===== config.mk =====
export PLATFORM = sky130hd
export DESIGN_NAME = filter_violation_irq_status
export DESIGN_NICKNAME = d
export VERILOG_FILES = /design/src/fviol_pkg.sv /design/src/filter_unit_flags.sv /design/src/filter_violation_irq_status.sv
export SDC_FILE = /design/constraint.sdc
export NUM_CORES = 1
export LEC_CHECK = 0
export BUFFER_PORTS_ARGS = -buffer_cell sky130_fd_sc_hd__buf_4
export CORE_ASPECT_RATIO = 0.9
export CORE_MARGIN = 2
export CORE_UTILIZATION = 50
export DETAILED_ROUTE_END_ITERATION = 6
export PLACE_DENSITY_LB_ADDON = 0.12
export SYNTH_ARGS = -nofsm -noshare
export SYNTH_HDL_FRONTEND = slang
export SYNTH_SLANG_ARGS = --single-unit

===== constraint.sdc =====
create_clock -name ref_clk -period 2.3 [get_ports ref_clk]
set_input_delay 0 -clock ref_clk [delete_from_list [all_inputs] [get_ports ref_clk]]
set_output_delay 0 -clock ref_clk [all_outputs]
set_load 0.03 [all_outputs]

===== src/fviol_pkg.sv =====
package fviol_pkg;

    // ****************************************
    // Sizes
    // ****************************************
    localparam int unsigned num_filters = 4;
    localparam int unsigned addr_w = 4;

    // ****************************************
    // Register byte offsets
    // ****************************************
    localparam logic [3:0] flags_offset = 4'h0;
    localparam logic [3:0] clear_offset = 4'h4;
    localparam logic [3:0] action_offset = 4'h8;
    localparam logic [3:0] mask_offset = 4'hc;

    // ****************************************
    // Field positions
    // ****************************************
    localparam int unsigned status_lsb = 0;
    localparam int unsigned overrun_lsb = 8;
    localparam int unsigned overlap_lsb = 16;

    // ****************************************
    // Reset values
    // ****************************************
    localparam logic [3:0] flags_reset = 4'h0;
    localparam logic action_reset = 1'b0;
    localparam logic [31:0] mask_reset = 32'h0000_0000;

endpackage : fviol_pkg


===== src/filter_unit_flags.sv =====
`timescale 1ns/1ps
// ****************************************
// One filter unit's sticky flags
// ****************************************
module filter_unit_flags (
    // Clock and reset
    input wire logic ref_clk,
    input wire logic nrst,
    // Events and clear
    input wire logic perm_fail,
    input wire logic overlap_hit,
    input wire logic clear,
    // Flags and capture enable
    output logic pending,
    output logic overrun,
    output logic overlap,
    output logic capture_en
);
    typedef struct packed {
        logic pending;
        logic overrun;
        logic overlap;
    } unit_state_t;

    unit_state_t state_reg;
    unit_state_t state_next;
    logic fail;

    always_comb begin
        fail = perm_fail | overlap_hit;
        state_next = state_reg;
        // Clear first so a same-cycle event wins
        // Clear all three
        if (clear) begin
            state_next = '0;
        end
        if (fail) begin
            state_next.pending = 1'b1;
        end
        if (fail && state_reg.pending && !clear) begin
            state_next.overrun = 1'b1;
        end
        if (overlap_hit) begin
            state_next.overlap = 1'b1;
        end
    end

    always_ff @(posedge ref_clk or negedge nrst) begin
        if (!nrst) begin
            state_reg <= '0;
        end else begin
            state_reg <= state_next;
        end
    end

    assign pending = state_reg.pending;
    assign overrun = state_reg.overrun;
    assign overlap = state_reg.overlap;
    assign capture_en = fail & ~state_reg.pending;
endmodule : filter_unit_flags


===== src/filter_violation_irq_status.sv =====
// The Avalon-MM interface to the registers and the register offsets were left to the implementer.
`timescale 1ns/1ps
// Summary of operation
// - Four filter units, one bit each in status, overrun, overlap fields.
// - Pending flags sit in bits [3:0], one per unit, 1 means asserted.
// - Permission failure or overlap error sets the unit's pending flag.
// - Flags record regardless of whether the interrupt output is enabled.
// - Overlap flag in bits [19:16] sets when two enabled regions match.
// - Overlap involving only region 0 never sets the overlap flag.
// - Setting an overlap flag also sets that unit's pending flag.
// - Overrun flag in bits [11:8] sets on a second failure before clear.
// - Clearing a unit also clears its overrun and overlap flags.
// - Status word reflects the state behind the violation interrupt.
// - Writing one to a clear bit clears the unit; clear reads zero.
// - Capture enable only while pending is clear, freezing failure info.
module filter_violation_irq_status (
    // Clock and reset
    input wire logic ref_clk,
    input wire logic nrst,
    // Avalon-MM slave
    input wire logic [3:0] address,
    input wire logic read,
    input wire logic write,
    input wire logic [31:0] writedata,
    input wire logic [3:0] byteenable,
    output logic [31:0] readdata,
    output logic waitrequest,
    // Filter events
    input wire logic [3:0] perm_fail,
    input wire logic [3:0] region_match_count_ge2,
    input wire logic [3:0] region_match_only_r0,
    // Failure capture
    output logic [3:0] capture_en,
    // Interrupts
    output logic violation_irq_out,
    output logic bus_irq
);
    // ****************************************
    // State
    // ****************************************
    typedef struct packed {
        logic action_irq_en;
        logic [31:0] mask;
        logic [31:0] rdata;
        logic ack;
    } top_state_t;

    top_state_t state_reg;
    top_state_t state_next;
    logic [3:0] pending;
    logic [3:0] overrun;
    logic [3:0] overlap;
    logic [3:0] overlap_hit;
    logic [3:0] clear_bits;
    logic [31:0] flags_word;
    logic wr_clear;

    function automatic logic [31:0] pack_flags(input logic [3:0] p, input logic [3:0] o,
                                               input logic [3:0] v);
        logic [31:0] w;
        w = 32'h0000_0000;
        w[fviol_pkg::status_lsb +: 4] = p;
        w[fviol_pkg::overrun_lsb +: 4] = o;
        w[fviol_pkg::overlap_lsb +: 4] = v;
        return w;
    endfunction : pack_flags

    // ****************************************
    // Per-unit flags
    // ****************************************
    // Region 0 overlap exempt
    assign overlap_hit = region_match_count_ge2 & ~region_match_only_r0;
    assign wr_clear = write && !state_reg.ack && address == fviol_pkg::clear_offset;
    assign clear_bits = wr_clear && byteenable[0] ? writedata[3:0] : 4'h0;

    genvar g;
    generate
        for (g = 0; g < fviol_pkg::num_filters; g++) begin : g_unit
            filter_unit_flags u_flags (
                .ref_clk(ref_clk),
                .nrst(nrst),
                .perm_fail(perm_fail[g]),
                .overlap_hit(overlap_hit[g]),
                .clear(clear_bits[g]),
                .pending(pending[g]),
                .overrun(overrun[g]),
                .overlap(overlap[g]),
                .capture_en(capture_en[g])
            );
        end
    endgenerate

    assign flags_word = pack_flags(pending, overrun, overlap);

    // ****************************************
    // Bus and registers
    // ****************************************
    // One wait cycle per access; ack ends it
    always_comb begin
        state_next = state_reg;
        state_next.ack = (read || write) && !state_reg.ack;
        if (read && !state_reg.ack) begin
            case (address)
                fviol_pkg::flags_offset: state_next.rdata = flags_word;
                fviol_pkg::clear_offset: state_next.rdata = 32'h0000_0000;
                fviol_pkg::action_offset: state_next.rdata = {31'h0, state_reg.action_irq_en};
                fviol_pkg::mask_offset: state_next.rdata = state_reg.mask;
                default: state_next.rdata = 32'h0000_0000;
            endcase
        end
        if (write && !state_reg.ack) begin
            case (address)
                fviol_pkg::action_offset: begin
                    if (byteenable[0]) begin
                        state_next.action_irq_en = writedata[0];
                    end
                end
                fviol_pkg::mask_offset: begin
                    for (int b = 0; b < 4; b++) begin
                        if (byteenable[b]) begin
                            state_next.mask[b*8 +: 8] = writedata[b*8 +: 8];
                        end
                    end
                end
                default: state_next.action_irq_en = state_reg.action_irq_en;
            endcase
        end
    end

    always_ff @(posedge ref_clk or negedge nrst) begin
        if (!nrst) begin
            state_reg.action_irq_en <= fviol_pkg::action_reset;
            state_reg.mask <= fviol_pkg::mask_reset;
            state_reg.rdata <= 32'h0000_0000;
            state_reg.ack <= 1'b0;
        end else begin
            state_reg <= state_next;
        end
    end

    assign waitrequest = (read || write) && !state_reg.ack;
    assign readdata = state_reg.rdata;

    // ****************************************
    // Interrupt outputs
    // ****************************************
    // Action gates only the pin
    assign violation_irq_out = (|pending) && state_reg.action_irq_en;
    // Software mask view over the same sticky word
    assign bus_irq = |(flags_word & state_reg.mask);
endmodule : filter_violation_irq_status


## After elaboration in Yosys (flattened, before gate mapping)

Cells that the tools add are included.

| storage, ports and cells | value |
|---|---|
| logic and storage cells | 95 |
| bits in registers | 78 |
| output and inout bits | 39 |
| bits of input ports | 56 |

| operators by class | value |
|---|---|
| equal/unequal tests | 3 |
| multiplexer cells | 18 |
| bitwise logic cells | 15 |
| reduce and logical (&&, ||, !) cells | 40 |

Operator list:

| cell | number |
|---|---|
| 32-bit case mux with 3 select lines | 1 |
| 20-bit by 32-bit bitwise AND with 32-bit output | 1 |
| 32-bit OR reduction | 1 |
| 2-bit nonzero test | 12 |
| 3-bit AND reduction | 5 |
| 1-bit logical AND | 14 |
| 1-bit two-way mux | 12 |
| 3-bit two-way mux | 4 |
| 4-bit == test, second input constant | 2 |
| 1-bit zero test | 5 |
| 1-bit bitwise AND | 4 |
| 4-bit bitwise AND | 1 |
| 4-bit by 3-bit == test with 1-bit output, second input constant | 1 |
| 4-bit zero test | 1 |
| 4-bit two-way mux | 1 |
| 1-bit NOT | 4 |
| 4-bit NOT | 1 |
| 1-bit OR | 4 |
| 4-bit OR reduction | 1 |
| 1-bit logical OR | 1 |

## Longest topological paths before layout

Gate-level depths: netlist of run 1.

| depth | value |
|---|---|
| depth in word-level cells | 8 |
| mapped depth | 5 |
| gate-level depth less buffers | 3 |

## By module

From an unflattened synthesis of run 1, not the netlist that was laid out.

| unflattened totals | value |
|---|---|
| cell total of the unflattened synthesis | 281 |
| area total of the unflattened synthesis | 3452.1 um2 |

Modules (own cells, without submodules):

| module | seq. area each (um2) | instances | cells an instance | area each (um2) |
|---|---|---|---|---|
| filter_violation_irq_status | 1651.6 | 1 | 233 | 2981.6 |
| filter_unit_flags | 75.1 | 4 | 12 | 117.6 |

## Worst setup path before layout of run 1

OpenSTA, ideal clock, no wires.

| path | value |
|---|---|
| kind | register to register |
| from | register state_reg[0] (netlist bit) |
| to | register state_reg[33] (netlist bit) |
| data required time | 2175 ps |
| setup time | 125 ps |
| path slack | 703 ps |
| clock period less this slack | 1597 ps |
| arrival time | 1473 ps |
| stages on the path, launching flop included | 4 |
| buffers on the path | 0 |
| path through | dfrtp_1 -> nor4b_4 -> nand3_2 -> mux2_2 |

| between the ends | value |
|---|---|
| word-level cells in the longest chain between the ends | 3 |

RTL lines:

| item | line | text |
|---|---|---|
| start: declaration | filter_violation_irq_status.sv:48 | `top_state_t state_reg;` |
| start signal: assignment | filter_violation_irq_status.sv:137 | `state_reg <= state_next;` |
| 1-bit zero test | filter_violation_irq_status.sv:111 | `if (write && !state_reg.ack) begin` |
| 1-bit logical AND | filter_violation_irq_status.sv:111 |  |
| 3-bit AND reduction (no line) | -- |  |

No other way between the ends.
A chain may end at the register's enable or synchronous reset.

## Worst setup path in the final report of run 1

| path | value |
|---|---|
| from | register state_reg[0] (netlist bit) |
| to | register state_reg[52] (netlist bit) |

The elaborated chain is that of the path after synthesis.

==> out/metrics.csv, run 1 <==
stage,metric,value,unit
outcome,outcome,completed,
critical_path,CP Max Fanout,9,
detailed_routing,DRC violations left,0,
place,post-detailed-placement half-perimeter wirelength,5069,µm
synthesis,cells taking the most area after synthesis,"sky130_fd_sc_hd__dfrtp_1, sky130_fd_sc_hd__mux2_2, sky130_fd_sc_hd__buf_4, sky130_fd_sc_hd__a22o_1, sky130_fd_sc_hd__a22oi_1",
synthesis,number of unique standard cell types used by synthesis,27,
detailed_routing,drt total wl,7506,µm
clock_network,CTS tree,done,
synthesis,number of enable-type register cells in the synthesized netlist,0,
power,IR Drop Worst-Case VDD,0.4665,mV
clock_network,Clock Path Buffers,2,
layout,net total in the final layout,432,
critical_path,"Critical Path, Cell by Cell",nor4b_4 > buf_4 > nand3_2 > mux2_2,
critical_path,required time worst endpoint,2530,ps
critical_path,kind of cell adding the most delay to the critical path,simple AND/OR/NAND/NOR gates,
clock_network,Clock transition at path regs,80,ps
place,GP Congestion,0.7994,
floorplan,starting density of the core,0.5194,
detailed_routing,average wire per standard cell,16.00,µm
flow_run,number of max-cap violations,0,
critical_path,critical path launch point type,register,
synthesis,Avg Inst Size Synth,12.72,µm²
timing,Setup WS post-layout,647.8,ps
clock_network,"Clk Latency, worst-skew pair",340,ps
critical_path,"Worst Path Class, Setup",register to register,
timing,slew at the pin closest to its max-slew limit,954.7,ps
floorplan,standard cell core area,6586,µm²
floorplan,Std-Cell Rows,28,
timing,Final Hold Vio Count,0,
detailed_routing,total iterations of the first detailed-routing run,4,
layout,number of filler instances in the final layout,496,
grt,wire length of the first global-routing pass,12380,µm
synthesis,"area leader, netlist",sky130_fd_sc_hd__dfrtp_1,
timing,post-route setup TNS,0,ps
grt,largest net degree at the start of global routing,79,
synthesis,post-synthesis cell count,269,
layout,"flip-flop count of the largest register, all copies and words added",34,
critical_path,crit path max-delay cell type,sky130_fd_sc_hd__dfrtp_1,
clock_network,number of clock buffers inserted by TritonCTS,9,
place,worst slack at placement,659.8,ps
layout,most frequent cells in the layout,"sky130_fd_sc_hd__buf_4, sky130_fd_sc_hd__dfrtp_1, sky130_fd_sc_hd__dlygate4sd3_1",
power,Leakage Power,2.198,nW
timing,max-slew violation count,0,
floorplan,I/O Pins,95,
clock_network,count of buffers added by post-CTS timing repair for setup,0,
grt,global router's overall resource usage,0.2170,
floorplan,die span in x,91.19,µm
layout,share of final-layout standard cells stronger than drive strength 1,0.4063,
layout,Synth-to-Final Area Change,35.15,%
detailed_routing,number of routed nets with antenna violations,0,
hold_path,worst hold path class,input pin to register,
layout,Antenna Cells,0,
timing,final clock period utilization by the worst path,0.7184,
critical_path,number of buffers and inverters on the critical path,1,
timing,Tmin final,1652,ps
synthesis,number of nets in the synthesized netlist,325,
synthesis,Synth Warn #,0,
clock_network,Clock Tree Root,sky130_fd_sc_hd__clkbuf_8,
synthesis,"FF+latch count, synth",78,
critical_path,Setup crit end kind,register,
floorplan,y dimension of the die,82.47,µm
grt,leftover overflow at the end of global routing,0,
synthesis,area fraction of the dominant cell type after synthesis,0.5706,
timing,setup repair after global routing missed its margin,no,
detailed_routing,number of violations reported at the end of detailed-routing iteration 0,115,
floorplan,die area,7520,µm²
timing,Slew HR,0.3635,
grt,antenna violations before repair,0,
clock_network,deepest level of the CTS H-tree,3,
timing,worst clock skew,8.666,ps
layout,"leading cell type in the layout, fill and taps excluded",sky130_fd_sc_hd__buf_4,
power,power density over the cells,697.7,nW/µm²
synthesis,most used flip-flop cell after synthesis,sky130_fd_sc_hd__dfrtp_1,
detailed_routing,vias post-DR,2436,
place,Port Buffers,94,
detailed_routing,drt via density,5.194,
synthesis,share of flip-flops with an asynchronous set or reset after synthesis,1.000,
timing,Final setup violation count,0,
grt,vias in the first global route,2435,
clock_network,count of clock tree sinks,78,
critical_path,delay of the slowest critical-path stage,420,ps
synthesis,register area share after synthesis,0.5706,
synthesis,Syn Std Cell Area,3421,µm²
critical_path,endpoint arrival time on the critical path,1880,ps
timing,highest achievable clock rate,605.2,MHz
[cell usage after synthesis, types with 5 or more instances]
| master | n |
|---|---|
| sky130_fd_sc_hd__a22o_1 | 23 |
| sky130_fd_sc_hd__a22oi_1 | 11 |
| sky130_fd_sc_hd__buf_4 | 36 |
| sky130_fd_sc_hd__clkbuf_1 | 5 |
| sky130_fd_sc_hd__dfrtp_1 | 78 |
| sky130_fd_sc_hd__mux2_2 | 34 |
| sky130_fd_sc_hd__nand2_1 | 12 |
| sky130_fd_sc_hd__nor2_1 | 12 |
| sky130_fd_sc_hd__nor2b_1 | 5 |
| sky130_fd_sc_hd__o21a_1 | 8 |
| sky130_fd_sc_hd__o21ai_0 | 12 |
[cell families after synthesis]
family / after synthesis / share of synthesized area
flip-flops: 78 / 0.5706
AO/OA/AOI/OAI: 67 / 0.1507
AND/OR/NAND/NOR: 44 / 0.07498
buffers and inverters: 46 / 0.09181
multiplexers: 34 / 0.1119
[worst min-delay path, stage by stage]
cell	delay, ps
sky130_fd_sc_hd__buf_4	130
sky130_fd_sc_hd__nand4b_1	90
sky130_fd_sc_hd__mux2_2	140
[per-layer routing]
metal  track usage  wire length, µm  vias up
met5             0                0        -
met4       0.06818               59        0
met3       0.05082              390        7
met2        0.3356             3404       75
met1        0.3087             3651     1195
li1              -                -     1159
[metrics by stage]
stage	total power, mW	std cells	hold slack, ps	instance area [µm²]	util
6_report	3.225	469	52.22	4623	0.7019
3_5_place_dp	2.022	412	206.7	3969	0.6026
2_1_floorplan	1.833	269	-295.6	3421	-
3_3_place_gp	2.009	412	206.2	3969	0.6026
4_1_cts	3.242	469	27.24	4623	0.7019
5_1_grt	3.364	469	59.68	4623	0.7019
[final timing paths]
kind / cells past startpoint / slack, ps / startpoint / to
min in group asynchronous: 2 / 340 / nrst / readdata[31]$_DFFE_PN0P_
min reg2reg: 2 / 490 / readdata[9]$_DFFE_PN0P_ / readdata[9]$_DFFE_PN0P_
min: 3 / 50 / address[3] / state_reg[65]$_DFFE_PN0P_
max in group asynchronous: 2 / 1330 / nrst / state_reg[33]$_DFFE_PN0P_
max reg2reg: 4 / 650 / state_reg[0]$_DFF_PN0_ / state_reg[52]$_DFFE_PN0P_
max: 4 / 650 / state_reg[0]$_DFF_PN0_ / state_reg[52]$_DFFE_PN0P_
[power by group]
group	internal [mW]	total, mW	switching (mW)
combinational	0.270	0.490	0.220
clock	0.705	1.17	0.467
sequential	1.49	1.56	0.0763
[cell type report]
| type | count | area [µm²] | share of cell area |
|---|---|---|---|
| clock buffer | 9 | 123.9 | 0.02679 |
| clock inverter | 5 | 100.1 | 0.02165 |
| multi-input combinational | 145 | 1161 | 0.2511 |
| sequential | 78 | 1952 | 0.4222 |
| tap | 90 | 112.6 | 0.02436 |
| timing repair buffer | 142 | 1174 | 0.2539 |
[repair_timing]
action | in CTS | in global routing
gates resized for setup | 0 | 0
hold endpoints to repair | 122 | 0
setup endpoints to repair | 0 | 0
hold buffers | 43 | 0
Note: power is estimated with default switching activity, not from simulation.
==> run 2: changes to the inputs <==
- CORE_UTILIZATION: 50 -> 47
- clock period: 2.3 -> 1.3 ns (I/O delays scaled with it)
==> run 2 against run 1 <==
Against the previous run: the run now ends with negative setup slack left; flip-flop and latch count unchanged; utilization rose by 0.087 points; via count rose by 7.6%; sequential power is 78% higher; worst setup slack worse by 880 ps; wire length rose by 11%; register-to-register slack worse by 880 ps; count of clock-buffer cells in the layout is 1 higher; die area grew 6.1%; clock skew shrank 2.3 ps; first-iteration DRC count shrank 32%; highest routed layer unchanged.
==> out/metrics.csv, run 2 (synthesis gave the netlist of run 1 again) <==
stage,metric,value,unit
place,Port Buffers,94,
power,cell internal power dissipation,4.110,mW
layout,net total in the final layout,456,
timing,Final setup violation count,80,
layout,multi-input logic area,1289,µm²
place,GP Congestion,0.8126,
grt,met3 capacity usage during global routing,0.08615,
place,Post-Place Cells,427,
grt,antenna violations before repair,0,
outcome,outcome,"complete, but fails checks",
grt,wire length of the first global-routing pass,13640,µm
critical_path,RR Endpoint,readdata[0]$_DFFE_PN0P_,
power,net load switching power,1.440,mW
detailed_routing,total iterations of the first detailed-routing run,4,
timing,Fin Hold WS,31.02,ps
power,post-layout total power,5.550,mW
layout,most frequent cells in the layout,"sky130_fd_sc_hd__buf_4, sky130_fd_sc_hd__dfrtp_1, sky130_fd_sc_hd__dlygate4sd3_1",
floorplan,die area,7978,µm²
timing,highest achievable clock rate,651.6,MHz
critical_path,cells on worst reg2reg path,4,
critical_path,source of the worst register-to-register timing path,state_reg[0]$_DFF_PN0_,
clock_network,Clock transition at path regs,80,ps
layout,Antenna Cells,0,
grt,GR Layer Usage met2,0.3468,
detailed_routing,drt via density,5.276,
grt,leftover overflow at the end of global routing,0,
floorplan,y dimension of the die,84.94,µm
timing,max-slew violation count,0,
grt,largest net degree at the start of global routing,39,
timing,slew at the pin closest to its max-slew limit,524.8,ps
critical_path,Register-to-Register Setup Slack,-230,ps
floorplan,starting density of the core,0.4860,
detailed_routing,number of violations reported at the end of detailed-routing iteration 0,78,
hold_path,endpoint of the worst hold-timing path,readdata[0]$_DFFE_PN0P_,
detailed_routing,drt total wl,8364,µm
clock_network,Clock Tree Root,sky130_fd_sc_hd__clkbuf_8,
grt,global routing met1 resource utilization,0.3100,
layout,Post-Layout Inst Area,4947,µm²
detailed_routing,number of routed nets with antenna violations,0,
grt,vias in the first global route,2670,
critical_path,CP Max Fanout,6,
timing,Slew HR,0.6494,
critical_path,critical path launch point type,register,
detailed_routing,vias post-DR,2622,
critical_path,"Critical Path, Cell by Cell",buf_4 > nand2b_4 > or4_4 > o21ai_1,
outcome,failing checks,negative setup slack,
timing,worst clock skew,6.412,ps
place,placed cell areas,4096,µm²
power,Leakage Power,2.351,nW
clock_network,"Clk Latency, worst-skew pair",350,ps
power,IR Drop Worst-Case VDD,0.6503,mV
layout,share of final-layout standard cells stronger than drive strength 1,0.4950,
critical_path,delay of the slowest critical-path stage,590,ps
detailed_routing,average wire per standard cell,16.83,µm
clock_network,deepest level of the CTS H-tree,3,
critical_path,Setup crit end kind,register,
layout,Reg area,1953,µm²
critical_path,kind of cell adding the most delay to the critical path,simple AND/OR/NAND/NOR gates,
hold_path,worst hold path class,input pin to register,
clock_network,CTS tree,done,
timing,Setup WS post-layout,-234.8,ps
timing,Final Hold Vio Count,0,
power,fraction of power consumed by the clock network,0.317,
hold_path,cell depth of the worst min-delay path,3,
critical_path,required time worst endpoint,1580,ps
layout,"leading cell type in the layout, fill and taps excluded",sky130_fd_sc_hd__buf_4,
layout,number of filler instances in the final layout,512,
floorplan,die span in x,93.93,µm
clock_network,Clock Path Buffers,2,
timing,setup repair after global routing missed its margin,yes,
detailed_routing,DRC violations left,0,
layout,Synth-to-Final Area Change,44.62,%
clock_network,number of clock buffers inserted by TritonCTS,9,
grt,global router's overall resource usage,0.2274,
power,combinational group share of total power,0.184,
critical_path,crit path max-delay cell type,sky130_fd_sc_hd__or4_4,
hold_path,startpoint of the worst hold path,address[3],
layout,Final Non-Filler Cells,497,
clock_network,count of clock tree sinks,78,
power,share of power burned in registers,0.498,
grt,peak-usage layer in the global routing report,met2,
power,power density over the cells,1122,nW/µm²
critical_path,number of buffers and inverters on the critical path,1,
floorplan,Std-Cell Rows,29,
place,post-detailed-placement half-perimeter wirelength,5691,µm
layout,"flip-flop count of the largest register, all copies and words added",34,
critical_path,endpoint arrival time on the critical path,1820,ps
power,net switching fraction of the power,0.2595,
timing,final clock period utilization by the worst path,1.181,
critical_path,"Worst Path Class, Setup",register to register,
floorplan,standard cell core area,7039,µm²
flow_run,number of max-cap violations,0,
floorplan,I/O Pins,95,
timing,Tmin final,1535,ps
[run 2: changes by cell type in the layout (fill, tap and decap cells not counted), moves of 4 or more]
cell                      before  now
sky130_fd_sc_hd__buf_6         0    8
sky130_fd_sc_hd__o21ai_0      12    0
sky130_fd_sc_hd__nor2b_2       0    4
sky130_fd_sc_hd__nor2b_1       5    1
sky130_fd_sc_hd__buf_4        99  112
sky130_fd_sc_hd__o21ai_2       0   11
[run 2: cell type report]
class	instances	share of cell area
flip-flops and latches	78	0.3948
clock buffers	10	0.02782
multi-input cells	146	0.2605
clock inverters	5	0.01012
well taps	93	0.02352
repair buffers	165	0.2833
[run 2: stage by stage]
step	utilization	setup WS, ps	setup TNS (ps)
3_3_place_gp	0.5819	-181.8	-9154
6_report	0.7028	-234.8	-12110
2_1_floorplan	-	-225.2	-10710
4_1_cts	0.6934	-239.1	-9604
5_1_grt	0.7028	-294.6	-16570
3_5_place_dp	0.5819	-256.1	-12640
[run 2: worst max-delay path by stage]
stage / from / endpoint / slack [ps] / depth (start not counted)
6_report: state_reg[0]$_DFF_PN0_ / readdata[0]$_DFFE_PN0P_ / -230 / 4
5_1_grt: state_reg[0]$_DFF_PN0_ / g_unit[2].u_flags.pending$_DFFE_PN0P_ / -290 / 4
4_1_cts: state_reg[0]$_DFF_PN0_ / state_reg[46]$_DFFE_PN0P_ / -240 / 5
3_5_place_dp: state_reg[0]$_DFF_PN0_ / state_reg[50]$_DFFE_PN0P_ / -260 / 4
3_3_place_gp: state_reg[0]$_DFF_PN0_ / state_reg[64]$_DFFE_PN0P_ / -180 / 4
2_1_floorplan: state_reg[0]$_DFF_PN0_ / state_reg[33]$_DFFE_PN0P_ / -230 / 3
[run 2: repair_timing]
item | CTS | global route
pin swaps | 19 | 4
setup endpoints to repair | 79 | 83
cloned | 2 | 0
hold buffers | 43 | 0
setup buffers | 9 | 1
endpoints found under the hold margin | 123 | 0
gates resized for setup | 31 | 17
[run 2: power by group through the flow]
stage | clock (mW) | sequential, mW | combinational, mW
after global placement | 0 | 2.80 | 0.784
final | 1.76 | 2.77 | 1.02
after detailed placement | 0 | 2.81 | 0.800
after floorplan | 0 | 2.77 | 0.483
after CTS | 1.79 | 2.76 | 0.997
after global routing | 1.91 | 2.79 | 1.11
[run 2: per-layer routing]
metal  wire (µm)  vias to the layer above
met5           0                        -
met4          91                        0
met3         570                        8
met2        4026                      100
met1        3676                     1301
li1            -                     1213
[run 2: worst register-to-register path, stage by stage (launching register included)]
cell                       delay (ps)
sky130_fd_sc_hd__dfrtp_1          420
sky130_fd_sc_hd__buf_4            150
sky130_fd_sc_hd__nand2b_4         170
sky130_fd_sc_hd__or4_4            590
sky130_fd_sc_hd__o21ai_1          140
